[config.mk]
export PLATFORM = sky130hd
export DESIGN_NAME = adc_convert_serial_readout
export DESIGN_NICKNAME = d
export VERILOG_FILES = /design/src/rtl/adc_pkg.sv /design/src/rtl/stream_if.sv /design/src/rtl/result_buffer.sv /design/src/rtl/adc_convert_serial_readout.sv
export SDC_FILE = /design/constraint.sdc
export NUM_CORES = 1
export LEC_CHECK = 0
export BUFFER_PORTS_ARGS = -buffer_cell sky130_fd_sc_hd__clkbuf_2
export CORE_UTILIZATION = 55
export DETAILED_ROUTE_END_ITERATION = 12
export PLACE_DENSITY_LB_ADDON = 0.2
export SYNTH_ARGS = -nofsm -noshare
export SYNTH_HDL_FRONTEND = slang
export SYNTH_HIERARCHICAL = 1
export SYNTH_SLANG_ARGS = --single-unit
[constraint.sdc]
create_clock -name clk_sys_i -period 6.6 [get_ports clk_sys_i]
set_input_delay 1.32 -clock clk_sys_i [delete_from_list [all_inputs] [get_ports clk_sys_i]]
set_output_delay 1.32 -clock clk_sys_i [all_outputs]
set_load 0.02 [all_outputs]
[src/rtl/adc_pkg.sv]
// constants and state codes shared by the converter control files
package adc_pkg;
	localparam int CLK_PERIOD_NS = 100;
	localparam int CONV_TIME_NS = 3800;
	localparam int SLEEP_CONV_TIME_NS = 9800;
	localparam int WAKE_TIME_NS = SLEEP_CONV_TIME_NS - CONV_TIME_NS;
	// worst case from a pin edge to a registered output: three sampling flops plus the edge register
	localparam int SYNC_DELAY_CYCLES = 4;
	// longest times round down; the sync delay is taken out so the pin-to-pin figure holds
	localparam int CONV_CYCLES = CONV_TIME_NS / CLK_PERIOD_NS - SYNC_DELAY_CYCLES;
	localparam int WAKE_CYCLES = WAKE_TIME_NS / CLK_PERIOD_NS;
	localparam int SCLK_MAX_HZ = 15000000;
	localparam int READ_QUIET_NS = 300;
	localparam int RESULT_BITS = 12;
	localparam int LEAD_ZEROS = 4;
	localparam int WORD_BITS = LEAD_ZEROS + RESULT_BITS;
	localparam int CNT_W = 7;
	localparam int EDGE_CNT_W = 4;
	localparam logic [CNT_W-1:0] CONV_LAST = CNT_W'(CONV_CYCLES - 1);
	localparam logic [CNT_W-1:0] WAKE_LAST = CNT_W'(WAKE_CYCLES - 1);
	localparam logic [CNT_W-1:0] CNT_ZERO = 7'h00;
	localparam logic [EDGE_CNT_W-1:0] EDGE_ZERO = 4'h0;
	localparam logic [EDGE_CNT_W-1:0] EDGE_LAST = 4'hF;
	localparam logic [LEAD_ZEROS-1:0] LEAD_PAD = 4'h0;
	localparam logic [RESULT_BITS-1:0] CODE_RESET = 12'h000;
	localparam logic [WORD_BITS-1:0] WORD_RESET = 16'h0000;
	localparam logic SCLK_IDLE = 1'b0;
	localparam logic CONVERT_START_N_IDLE = 1'b1;

	typedef enum logic [3:0] {
		ST_IDLE = 4'b0001,
		ST_CONV = 4'b0010,
		ST_SLEEP = 4'b0100,
		ST_WAKE = 4'b1000
	} conv_state_t;
endpackage : adc_pkg

[src/rtl/stream_if.sv]
// valid/ready word stream between the conversion core, the buffer and the serial shifter
`timescale 1ns/100ps
interface stream_if #(parameter int WIDTH = 16) ();
	logic valid;
	logic ready;
	logic [WIDTH-1:0] data;
	modport src (output valid, output data, input ready);
	modport snk (input valid, input data, output ready);
endinterface : stream_if

[src/rtl/result_buffer.sv]
// small flip-flop fifo holding finished result words until the serial port takes them
`timescale 1ns/100ps
module result_buffer
	import adc_pkg::*;
#(
	parameter int WIDTH = 16,
	parameter int DEPTH = 2
)
(
	input wire logic clk_sys_i,
	input wire logic rst_n_i,
	stream_if.snk fill,
	stream_if.src drain
);
	localparam int PTR_W = (DEPTH > 1) ? $clog2(DEPTH) : 1;
	localparam logic [PTR_W:0] COUNT_FULL = (PTR_W + 1)'(DEPTH);
	localparam logic [PTR_W:0] COUNT_EMPTY = '0;

	if (DEPTH < 2 || (DEPTH & (DEPTH - 1)) != 0 || $bits(fill.data) != WIDTH)
	begin : g_bad_cfg
		$error("result_buffer needs a power-of-two depth of two or more and a matching width");
	end

	logic [WIDTH-1:0] mem [DEPTH];
	logic [PTR_W-1:0] wr_ptr;
	logic [PTR_W-1:0] rd_ptr;
	logic [PTR_W:0] count;
	logic push;
	logic pop;

	assign fill.ready = (count != COUNT_FULL);
	assign drain.valid = (count != COUNT_EMPTY);
	assign drain.data = mem[rd_ptr];
	assign push = fill.valid && fill.ready;
	assign pop = drain.valid && drain.ready;

	always_ff @(posedge clk_sys_i)
	begin
		if (push)
		begin
			mem[wr_ptr] <= fill.data;
		end
	end

	// power-of-two depth lets the pointers wrap on their own
	always_ff @(posedge clk_sys_i)
	begin
		if (!rst_n_i)
		begin
			wr_ptr <= '0;
			rd_ptr <= '0;
		end
		else
		begin
			if (push)
				wr_ptr <= wr_ptr + 1'b1;
			if (pop)
				rd_ptr <= rd_ptr + 1'b1;
		end
	end

	always_ff @(posedge clk_sys_i)
	begin
		if (!rst_n_i)
			count <= COUNT_EMPTY;
		else if (push && !pop)
			count <= count + 1'b1;
		else if (pop && !push)
			count <= count - 1'b1;
	end
endmodule : result_buffer

[src/rtl/adc_convert_serial_readout.sv]
// conversion control, auto power-down and serial result readout of a 12-bit sar converter
// Function
// RULE_01: next result bit driven on serial clock fall
// RULE_02: host may capture on that same fall
// RULE_03: host leaves serial clock low after readout
// RULE_04: sixteen bits: four zeros then twelve result
// RULE_05: sixteenth fall: hold bit, then release output
// RULE_06: two's complement bipolar, straight binary unipolar
// RULE_07: busy rises on start fall, drops at end
// RULE_08: start fall holds sample, begins conversion
// RULE_09: start low at end: sleep; rise wakes
// RULE_10: host keeps serial clock within maximum rate
// RULE_11: conversion within 3.8 or 9.8 microseconds; with a full buffer the end stalls and busy stays high until a word is read
// RULE_12: wake timed from rise, conversion from fall
// RULE_13: host avoids reading during or before conversion
// RULE_14: result bits msb first, lsb in slot sixteen
`timescale 1ns/100ps
module adc_convert_serial_readout
	import adc_pkg::*;
#(
	parameter bit BIPOLAR = 1'b1,
	parameter int BUF_DEPTH = 2
)
(
	input wire logic clk_sys_i,
	input wire logic rst_n_i,
	input wire logic serial_clock_i,
	input wire logic convert_start_n_i,
	input wire logic [RESULT_BITS-1:0] analog_code_i,
	output logic serial_result_out_o,
	output logic serial_result_oe_n_o,
	output logic busy_o,
	output logic track_hold_o,
	output logic power_down_o
);
	if (BUF_DEPTH != 2)
	begin : g_bad_depth
		$error("the readout path is built for a two-entry buffer");
	end

	function automatic logic filter_level(input logic s2, input logic s3, input logic prev);
		return (s2 == s3) ? s2 : prev;
	endfunction : filter_level

	// quantizer delivers offset binary; bipolar parts flip the msb
	function automatic logic [RESULT_BITS-1:0] encode_code(input logic [RESULT_BITS-1:0] code);
		return BIPOLAR ? {~code[RESULT_BITS-1], code[RESULT_BITS-2:0]} : code;
	endfunction : encode_code

	logic sclk_meta;
	logic sclk_s2;
	logic sclk_s3;
	logic sclk_lvl;
	logic cs_meta;
	logic cs_s2;
	logic cs_s3;
	logic cs_lvl;
	logic next_sclk_lvl;
	logic next_cs_lvl;
	logic sclk_fall;
	logic cs_fall;
	logic cs_rise;

	always_ff @(posedge clk_sys_i)
	begin
		if (!rst_n_i)
		begin
			sclk_meta <= SCLK_IDLE;
			sclk_s2 <= SCLK_IDLE;
			sclk_s3 <= SCLK_IDLE;
			sclk_lvl <= SCLK_IDLE;
			cs_meta <= CONVERT_START_N_IDLE;
			cs_s2 <= CONVERT_START_N_IDLE;
			cs_s3 <= CONVERT_START_N_IDLE;
			cs_lvl <= CONVERT_START_N_IDLE;
		end
		else
		begin
			sclk_meta <= serial_clock_i;
			sclk_s2 <= sclk_meta;
			sclk_s3 <= sclk_s2;
			sclk_lvl <= next_sclk_lvl;
			cs_meta <= convert_start_n_i;
			cs_s2 <= cs_meta;
			cs_s3 <= cs_s2;
			cs_lvl <= next_cs_lvl;
		end
	end

	assign next_sclk_lvl = filter_level(sclk_s2, sclk_s3, sclk_lvl);
	assign next_cs_lvl = filter_level(cs_s2, cs_s3, cs_lvl);
	assign sclk_fall = sclk_lvl && !next_sclk_lvl;
	assign cs_fall = cs_lvl && !next_cs_lvl;
	assign cs_rise = !cs_lvl && next_cs_lvl;

	stream_if #(.WIDTH(WORD_BITS)) res_fill ();
	stream_if #(.WIDTH(WORD_BITS)) res_drain ();

	result_buffer #(.WIDTH(WORD_BITS), .DEPTH(BUF_DEPTH)) u_buffer (
		.clk_sys_i(clk_sys_i),
		.rst_n_i(rst_n_i),
		.fill(res_fill),
		.drain(res_drain)
	);

	conv_state_t state;
	logic [CNT_W-1:0] cnt;
	logic pending;
	logic [RESULT_BITS-1:0] held_code;
	logic accept_fall;
	logic conv_done;
	logic wake_end;

	// a start edge during a running conversion is ignored
	assign accept_fall = cs_fall && (state != ST_CONV);
	// a full buffer stalls the end of conversion so no word is lost
	assign conv_done = (state == ST_CONV) && (cnt == CNT_ZERO) && res_fill.ready;
	assign wake_end = (state == ST_WAKE) && (cnt == CNT_ZERO);
	assign res_fill.valid = (state == ST_CONV) && (cnt == CNT_ZERO);
	assign res_fill.data = {LEAD_PAD, encode_code(held_code)}; // [RULE_04] [RULE_06]

	always_ff @(posedge clk_sys_i)
	begin
		if (!rst_n_i)
		begin
			state <= ST_IDLE;
			cnt <= CNT_ZERO;
		end
		else
		begin
			unique case (state)
				ST_IDLE:
				begin
					if (cs_fall)
					begin
						state <= ST_CONV; // [RULE_08]
						cnt <= CONV_LAST; // [RULE_11]
					end
				end
				ST_CONV:
				begin
					if (cnt != CNT_ZERO)
						cnt <= cnt - 1'b1;
					else if (res_fill.ready)
						state <= cs_lvl ? ST_IDLE : ST_SLEEP; // [RULE_09]
				end
				ST_SLEEP:
				begin
					if (cs_rise)
					begin
						state <= ST_WAKE; // [RULE_09] [RULE_12]
						cnt <= WAKE_LAST;
					end
				end
				ST_WAKE:
				begin
					if (cnt != CNT_ZERO)
						cnt <= cnt - 1'b1;
					else if (pending || cs_fall)
					begin
						state <= ST_CONV; // [RULE_12]
						cnt <= CONV_LAST;
					end
					else
						state <= ST_IDLE;
				end
			endcase
		end
	end

	// a start edge taken during the wake-up waits for the wake-up to finish
	always_ff @(posedge clk_sys_i)
	begin
		if (!rst_n_i)
			pending <= 1'b0;
		else if (wake_end)
			pending <= 1'b0;
		else if (accept_fall && (state != ST_IDLE))
			pending <= 1'b1;
	end

	always_ff @(posedge clk_sys_i)
	begin
		if (!rst_n_i)
			held_code <= CODE_RESET;
		else if (accept_fall)
			held_code <= analog_code_i; // [RULE_08]
	end

	always_ff @(posedge clk_sys_i)
	begin
		if (!rst_n_i)
		begin
			busy_o <= 1'b0;
			track_hold_o <= 1'b0;
		end
		else if (accept_fall)
		begin
			busy_o <= 1'b1; // [RULE_07]
			track_hold_o <= 1'b1; // [RULE_08]
		end
		else if (conv_done)
		begin
			busy_o <= 1'b0; // [RULE_07]
			track_hold_o <= 1'b0;
		end
	end

	always_ff @(posedge clk_sys_i)
	begin
		if (!rst_n_i)
			power_down_o <= 1'b0;
		else if (conv_done && !cs_lvl)
			power_down_o <= 1'b1; // [RULE_09]
		else if ((state == ST_SLEEP) && cs_rise)
			power_down_o <= 1'b0; // [RULE_09]
	end

	logic active;
	logic [WORD_BITS-1:0] shift;
	logic [EDGE_CNT_W-1:0] edges;

	assign res_drain.ready = !active;

	// output released after the sixteenth fall; the next buffered word loads one cycle later
	always_ff @(posedge clk_sys_i)
	begin
		if (!rst_n_i)
		begin
			active <= 1'b0;
			shift <= WORD_RESET;
			edges <= EDGE_ZERO;
			serial_result_out_o <= 1'b0;
			serial_result_oe_n_o <= 1'b1;
		end
		else if (!active)
		begin
			if (res_drain.valid)
			begin
				active <= 1'b1;
				shift <= res_drain.data;
				edges <= EDGE_ZERO;
				serial_result_out_o <= res_drain.data[WORD_BITS-1]; // [RULE_14]
				serial_result_oe_n_o <= 1'b0;
			end
		end
		else if (sclk_fall)
		begin
			if (edges == EDGE_LAST)
			begin
				active <= 1'b0; // [RULE_03]
				serial_result_oe_n_o <= 1'b1; // [RULE_05]
			end
			else
			begin
				shift <= {shift[WORD_BITS-2:0], 1'b0};
				edges <= edges + 1'b1;
				serial_result_out_o <= shift[WORD_BITS-2]; // [RULE_01] [RULE_14]
			end
		end
	end

	localparam int WAKE_N = WAKE_CYCLES;
endmodule : adc_convert_serial_readout

=== Word-level counts from Yosys, hierarchy flattened ===
Memory sizes are Yosys's and may differ from the RTL's. A register that Yosys moved wholly into a read port is not among the register bits.
Index checks and enable logic that the tools add are counted.

* Add/subtract/negate cells: 6
* Bitwise logic cells: 2
* Multiplexer cells: 46
* Equality and inequality tests: 20
* Reduce and logical (&&, ||, !) cells: 32

{| class="wikitable"
|+ Operator list
! kind !! count
|-
| two-way mux 15 bit || 4
|-
| two-way mux 4 bit || 9
|-
| two-way mux 7 bit || 5
|-
| case mux 7 bit (4 select lines) || 1
|-
| two-way mux 1 bit || 22
|-
| case mux 4 bit (4 select lines) || 1
|-
| inequality test 2 bit (second input constant) || 7
|-
| logical AND 1 bit || 13
|-
| nonzero test 2 bit || 5
|-
| equality test 4 bit (second input constant) || 2
|-
| zero test 7 bit || 1
|-
| nonzero test 7 bit || 1
|-
| subtractor 7 x 1 -> 7 bit (second input constant) || 1
|-
| zero test 1 bit || 6
|-
| two-way mux 2 bit || 3
|-
| inequality test 2 x 1 -> 1 bit (second input constant) || 3
|-
| AND reduction 3 bit || 2
|-
| AND reduction 5 bit || 1
|-
| adder 4 x 1 -> 4 bit (second input constant) || 1
|-
| equality test 4 x 1 -> 1 bit (second input constant) || 1
|-
| equality test 4 x 2 -> 1 bit (second input constant) || 1
|-
| equality test 4 x 3 -> 1 bit (second input constant) || 1
|-
| inequality test 4 x 1 -> 1 bit (second input constant) || 1
|-
| inequality test 4 x 2 -> 1 bit (second input constant) || 1
|-
| other kinds (10) || 13
|}

* RAM bits: 24
* Memories kept: 1
* Output and inout bits: 5
* Input bits: 16
* Bits in registers: 60

{| class="wikitable"
|+ Memory list
! memory !! depth !! width !! rd ports !! clocked after Yosys merged registers in !! wr ports !! line !! text
|-
| u_buffer.mem || 2 || 12 || 1 || 1 || 1 || result_buffer.sv:24 || <nowiki>logic [WIDTH-1:0] mem [DEPTH];</nowiki>
|}

=== Depth between registers and ports, before layout ===
Gate-level depths: netlist of the first run.

* Word-level depth: 8
* Depth in mapped cells: 10
* Depth with buffers taken out: 10

=== By module ===
The synthesis of the first run kept the hierarchy.

{| class="wikitable"
|+ By module, submodules not included
! module !! instances !! area each (µm²) !! cells each
|-
| adc_convert_serial_readout || 1 || 2528.7 || 280
|-
| result_buffer || 1 || 1393.8 || 74
|}

=== Least setup slack after synthesis of the first run ===
No wires, ideal clock.

* Kind: input-to-reg
* Start point: input rst_n_i
* End point: register state[0]
* Path slack: 4.464 ns
* Stages on the path: 3
* Arrival: 1.991 ns
* Data required time: 6.456 ns
* Path buffers: 2
* Cell sequence: clkbuf_1 clkbuf_1 o221ai_1

{| class="wikitable"
|+ RTL lines
! item !! line !! text
|-
| from (decl) || adc_convert_serial_readout.sv:26 || <nowiki>input wire logic rst_n_i,</nowiki>
|-
| to (signal assigned) || adc_convert_serial_readout.sv:145 || <nowiki>state <= cs_lvl ? ST_IDLE : ST_SLEEP;</nowiki>
|-
| to (decl) || adc_convert_serial_readout.sv:106 || <nowiki>conv_state_t state;</nowiki>
|}

No word-level cell between the ends.

=== Final worst setup path of the first run ===
* Start point: register active
* End point: register edges[3]

* Longest elaborated chain between the ends: 2
* Elaborated cells on any way between the ends: 5
* Classes of those cells: eq/ne: 2; mux: 1; reduce/logical: 2

{| class="wikitable"
|+ RTL lines
! item !! line !! text
|-
| from (decl) || adc_convert_serial_readout.sv:219 || <nowiki>logic active;</nowiki>
|-
| from (signal assigned) || adc_convert_serial_readout.sv:230 || <nowiki>active <= 1'b0;</nowiki>
|-
| from (signal assigned) || adc_convert_serial_readout.sv:240 || <nowiki>active <= 1'b1;</nowiki>
|-
| from (signal assigned) || adc_convert_serial_readout.sv:251 || <nowiki>active <= 1'b0;</nowiki>
|-
| inequality test 2 bit (no source line) / nonzero test 2 bit (equally long branches) || n/a ||
|-
| AND reduction 3 bit (no source line) || n/a ||
|-
| to (signal assigned) || adc_convert_serial_readout.sv:257 || <nowiki>edges <= edges + 1'b1;</nowiki>
|-
| to (decl) || adc_convert_serial_readout.sv:221 || <nowiki>logic [EDGE_CNT_W-1:0] edges;</nowiki>
|}

Several ways; a longest one is shown, not always the timed one.
A chain may end at the register's enable or synchronous reset.

==> results.md, run 1 <==
* Final-report hold violation count at 0
* Sw Pwr at 0.471 mW
* GRT Max-Usage Layer: met2
* Yosys cell types at 56
* Final Cycle Share at 0.438
* Post-CTS Resized at 0
* DIE AREA at 7470 um^2
* Number of global-route vias before repair at 2440
* Via-to-Cell Ratio at 5.37
* Sequential area share after synthesis at 0.556
* Setup tns final at 0 ps
* Hold Crit Class: reg2reg
* Row cnt at 30
* Final Setup Violations at 0
* Tot GR Track Use at 0.193
* Critical Path RT at 6840 ps
* Number of remaining DRC errors at 0
* Placeable core region at 6830 um^2
* Synth Area in XOR/XNOR at 0.0134
* Commonest cells after routing, fill and taps aside: 61 x dfxtp_1, 59 x nand2_1, 32 x edfxtp_1, 20 x clkbuf_2
* Ys Warns at 6
* WL/cell at 13.6 um
* Post-synthesis cell area at 3920 um^2
* Kind of critical path: reg2reg
* Final ANT Viol Nets at 0
* Final Core Density at 0.625
* Clock Sink Count at 93
* Worst r2r path cells at 5
* First-pass GRT wire length at 11000 um
* DPL Wire Length at 4220 um
* Achievable Freq at 346 MHz
* Yosys reg bits at 93
* Share of layout cells above drive strength 1 at 0.162
* Dpl ws at 3690 ps
* 1st-pass router iterations at 4
* Final Power at 1.51 mW
* Final min period at 2890 ps
* GR Layer Usage met1 at 0.242
* Global-route track usage on met2 at 0.318
* Starting DRT DRC Count at 120
* RR Startpoint: active
* Crit path from: active
* Clock share of power at 0.239
* Switching Share at 0.312
* Reg-to-reg critical path endpoint: edges[3]
* GRT overflow at 0
* Die height at 86.5 um
* Crit-path max FO at 36
* Area grow syn2layout at 8.93%
* Fillers at 578
* Hold buffer count at CTS at 0
* M3 GR Usage at 0.0381
* Crit path capture: edges[3]
* Avg Inst Size Synth at 11.1 um^2
* RSZ-0062 raised after global routing: no
* Fin area at 4270 um^2
* Die Width at 86.5 um
* ANT cells at 0
* Relative slew slack at 0.163
* Final wirelength at 6420 um
* Post-DP Area at 4080 um^2
* Post-synthesis mux area share at 0.0868
* Largest net degree at the start of global routing at 63
* Status: finished clean
* Slew Limit Fails at 0
* Clk_skew at 4.42 ps
* Slew @ Worst Pin at 1250 ps
* Seq pwr share at 0.503
* CTS buffer count at 9
* Startpoint Class: register
* Final nets at 391
* Post-synthesis cell count at 354
* Root buffer cell: clkbuf_8
* Top Ports at 21
* CTS H-Tree Depth at 3
* Total number of vias at 2538
* Combinational Power Share at 0.259
* Slack of the critical path at 3710 ps
* Buffer count from post-CTS setup fixing at 0
* CP Capture Type: register
* Main combinational cell family by area after synthesis: simple AND/OR/NAND/NOR gates
* Initial core utilization at 0.574
* Reg clk slew, reported paths at 80 ps
* Clock tree buffer depth at 2
* Port bufs at 20
* CTS tree: done
* Synth Area in Adders at 0.00957
* Leading cell type in the layout, fill and taps excluded: dfxtp_1
* Ys async rst share at 0
* IR drop worst, VDD at 0.000162 V
* Compound-Gate Fraction of Synth Area at 0.150
* Internal cell power at 1.04 mW
* Top_reg_cell synth: dfxtp_1
* Post-synth EDFFs at 32
* Total power divided by cell area at 353 nW/um^2
* GPL Wtd Cong at 0.796
* Clk Latency, worst-skew pair at 350 ps
* Leak at 1.70 nW
* Post-Synth Simple-Gate Area at 0.154
* Max Cap Viol at 0
* Arrival @ worst endpoint at 3130 ps
* Initial antenna violation count at 0
* Setup slack, reg-to-reg at 3710 ps
[cells by family after synthesis]
kind of cell               after synthesis
buffers and inverters                   26
muxes                                   32
and+or+nand+nor                        115
xor gates and xnor gates                 6
DFF                                     93
other                                    1
AOI/OAI and AO/OA                       78
adders and majority gates                3
[flip-flops by register name, summed over array words and instances, names as in the netlist, 2 cells and up, named ones only]
| signal | flops |
|---|---|
| u_buffer/mem | 32 |
| edges | 4 |
| held_code | 12 |
| u_buffer/count | 2 |
| shift | 15 |
| state | 4 |
| cnt | 7 |
[final cells by class]
cell class / count / area, um^2 / share of cell area
sequential: 93 / 2180 / 0.511
multi-input combinational: 242 / 1650 / 0.387
clock inverter: 4 / 28.8 / 0.00673
clock buffer: 12 / 166 / 0.0389
inverter: 6 / 22.5 / 0.00527
timing repair buffer: 20 / 100 / 0.0234
tap: 96 / 120 / 0.0281
[metal layers]
layer / routed length, um / vias up / part of all wire
li1: - / 1292 / -
met2: 3050 / 50 / 0.47
met4: 140 / 0 / 0.022
met5: 0 / - / 0
met1: 3030 / 1185 / 0.47
met3: 202 / 11 / 0.031
[stage by stage]
stage | cells | hold slack, ps
after CTS | 473 | 414
after global placement | 457 | 391
after detailed placement | 457 | 398
after floorplan | 361 | 386
final | 473 | 411
after global routing | 473 | 436
[worst max-delay path, stage by stage (launching register included)]
cell,delay (ps)
dfxtp_1,1060
nor2_1,200
a211oi_4,1060
nand4_1,230
xor2_1,180
nor2_1,50
[worst min-delay path by stage]
stage / slack, ps / cells after the start / from / end
finish: 410 / 1 / cs_meta / cs_s2
global route: 440 / 1 / cs_meta / cs_s2
CTS: 410 / 1 / cs_meta / cs_s2
detailed placement: 400 / 1 / cs_meta / cs_s2
global placement: 390 / 1 / cs_meta / cs_s2
floorplan: 390 / 1 / cs_meta / cs_s2
[power by group through the flow]
stage / Clock [mW] / Combinational (mW) / Sequential (mW)
floorplan: 0 / 0.351 / 0.734
global placement: 0 / 0.378 / 0.768
detailed placement: 0 / 0.390 / 0.774
CTS: 0.373 / 0.392 / 0.761
global route: 0.400 / 0.434 / 0.773
finish: 0.360 / 0.390 / 0.759
[cell usage after synthesis, types with 2 or more instances]
cell	n	area [um^2]
a21boi_0	16	120
a21boi_1	3	22.5
a21oi_1	7	35.0
and2_1	11	68.8
buf_2	10	50.1
clkbuf_1	8	30.0
dfxtp_1	61	1220
edfxtp_1	32	961
ha_1	3	37.5
inv_1	6	22.5
mux2_2	16	180
mux2i_1	16	160
nand2_1	59	221
nand2b_1	5	31.3
nand3_1	3	15.0
nand3b_1	2	15.0
nand4_1	2	12.5
nor2_1	12	45.0
o211a_1	15	150
o211ai_1	5	37.5
o21ai_0	14	70.1
o21ai_1	3	15.0
o31ai_1	2	15.0
or3_1	2	12.5
or4_1	2	15.0
or4b_1	5	50.1
xnor2_1	3	26.3
xor2_1	3	26.3
(Power assumes the default switching activity.)
==> run 2, diff against run 1 <==
==> constraint.sdc (replaced) <==
create_clock -name clk_sys_i -period 2.5 [get_ports clk_sys_i]
set_input_delay 0.5 -clock clk_sys_i [delete_from_list [all_inputs] [get_ports clk_sys_i]]
set_output_delay 0.5 -clock clk_sys_i [all_outputs]
set_load 0.02 [all_outputs]
==> results.md, run 2 (synthesized netlist as in run 1, its figures left out) <==
* Status: finished clean
* Hold_sp: convert_start_n_i
* Final Setup Violations at 0 (unchanged)
* Hold Crit Depth at 2 (+1)
* Relative slew slack at 0.447 (+0.284)
* Total number of vias at 2572 (+1.3%)
* Hold WS at 323 ps (-88.1 ps)
* Via-to-Cell Ratio at 5.36 (-0.14%)
* Setup slack, reg-to-reg at 250 ps (-3460 ps)
* Buffer count from post-CTS setup fixing at 0 (unchanged)
* Worst r2r path cells at 9 (+4)
* Final min period at 2250 ps (-638 ps)
* CTS H-Tree Depth at 3 (unchanged)
* DPL Wire Length at 4480 um (+6.1%)
* Final Cycle Share at 0.901 (+0.463)
* # placed instances at 464 (+1.5%)
* CTS tree: done
* Hold buffer count at CTS at 0 (unchanged)
* Critical Path RT at 2790 ps (-4050 ps)
* First-pass GRT wire length at 11200 um (+2.1%)
* Initial antenna violation count at 0 (unchanged)
* RR Startpoint: cnt[0]
* Tot GR Track Use at 0.198 (+0.00532)
* Root buffer cell: clkbuf_8
* Port bufs at 20 (unchanged)
* Hold Crit Class: in2reg
* Kind of critical path: reg2reg
* Reg clk slew, reported paths at 90 ps (about the same)
* Clock Sink Count at 93 (unchanged)
* Row cnt at 30 (unchanged)
* Post-CTS Resized at 0 (unchanged)
* Clk_skew at 9.85 ps (+5.44 ps)
* Total power divided by cell area at 954 nW/um^2 (+170%)
* RSZ-0062 raised after global routing: no
* Top Ports at 21 (unchanged)
* Share of layout cells above drive strength 1 at 0.177 (+0.0153)
* Hold EP: cs_meta
* GRT overflow at 0 (unchanged)
* Final ANT Viol Nets at 0 (unchanged)
* Arrival @ worst endpoint at 2540 ps (-590 ps)
* GPL Wtd Cong at 0.871 (+9.4%)
* IR drop worst, VDD at 0.000616 V (+280%)
* Achievable Freq at 444 MHz (+28%)
* Starting DRT DRC Count at 117 (-2.5%)
* Max reg flops at 32 (unchanged)
* Number of remaining DRC errors at 0 (unchanged)
* Placeable core region at 6830 um^2 (unchanged)
* Leading cell type in the layout, fill and taps excluded: dfxtp_1
* Die height at 86.5 um (unchanged)
* DIE AREA at 7470 um^2 (unchanged)
* ANT cells at 0 (unchanged)
* Biggest regs: u_buffer/mem (32), shift (15), held_code (12)
* Max Cap Viol at 0 (unchanged)
* Fin cells at 480 (+1.5%)
* Final nets at 398 (+1.8%)
* Biggest register: u_buffer/mem
* Largest net degree at the start of global routing at 41 (-35%)
* Reg-to-reg critical path endpoint: u_buffer/count[1]
* Final-report hold violation count at 0 (unchanged)
* Crit-path max FO at 5 (-86%)
* Slew @ Worst Pin at 818 ps (-434 ps)
* WL/cell at 14.0 um (+3.2%)
* Leak at 1.75 nW (+2.8%)
* Commonest cells after routing, fill and taps aside: 61 x dfxtp_1, 59 x nand2_1, 32 x edfxtp_1, 20 x clkbuf_2
* Area grow syn2layout at 11.3%
* Startpoint Class: register
* CP Capture Type: register
* Clock tree buffer depth at 2 (unchanged)
* Initial core utilization at 0.574 (unchanged)
* 1st-pass router iterations at 4 (unchanged)
* Clk Latency, worst-skew pair at 350 ps (about the same)
* CTS buffer count at 9 (unchanged)
* Number of global-route vias before repair at 2366 (-3.0%)
* Setup tns final at 0 ps (unchanged)
* Fillers at 556 (-3.8%)
* Slew Limit Fails at 0 (unchanged)
* Final wirelength at 6720 um (+4.7%)
* Die Width at 86.5 um (unchanged)
## run 2: cell types whose count changed in the layout (fill, tap and decap cells not counted), sizes merged
cell / previous run / this run
inv: 7 / 8
buf: 0 / 7
clkinvlp: 0 / 1
bufinv: 0 / 2
clkbuf: 32 / 30
clkinv: 3 / 1
## run 2: report_power, final
part / switching, mW / internal [mW]
sequential: 0.164 / 1.78
combinational: 0.590 / 0.523
clock: 0.529 / 0.576
total: 1.28 / 2.88
## run 2: cell type report
cell class                      count  area, um^2  share of cell area
Clock buffer                       10         128              0.0292
Tap cell                           96         120              0.0275
Inverter                            6        22.5             0.00516
Timing Repair Buffer               27         165              0.0378
Clock inverter                      6        96.3              0.0221
Sequential cell                    93        2180               0.500
Multi-Input combinational cell    242        1650               0.379
## run 2: routing by layer
metal,part of all wire,track usage,up-vias,wire (um)
li1,-,-,1316,-
met1,0.48,0.269,1201,3230
met2,0.46,0.304,47,3120
met3,0.043,0.0352,8,290
met4,0.011,0.106,0,76
met5,0,0,-,0
## run 2: how the worst max path moves through the flow
stage / from / endpoint / cells past startpoint
global route: cnt[0] / u_buffer/count[1] / 9
detailed placement: cnt[0] / u_buffer/count[1] / 9
global placement: cnt[0] / u_buffer/count[1] / 9
finish: cnt[0] / u_buffer/count[1] / 9
CTS: cnt[0] / u_buffer/count[1] / 9
floorplan: state[3] / u_buffer/count[1] / 7
## run 2: worst max-delay path, stage by stage, from the launching register on
cell and delay, ps:
dfxtp_1 340, inv_1 80, ha_1 230, nor4b_2 380, nand2_1 120, nor2_1 160, and2_1 140, ha_1 250
or3_1 350, a21boi_1 150
## run 2: metrics by stage
stage	area [um^2]	setup WS, ps	total power, mW	util
final	4370	248	4.17	0.639
after global routing	4370	26.4	4.41	0.639
after CTS	4370	282	4.20	0.639
after detailed placement	4140	317	3.09	0.606
after global placement	4140	388	3.06	0.606
after floorplan	3950	382	2.87	-
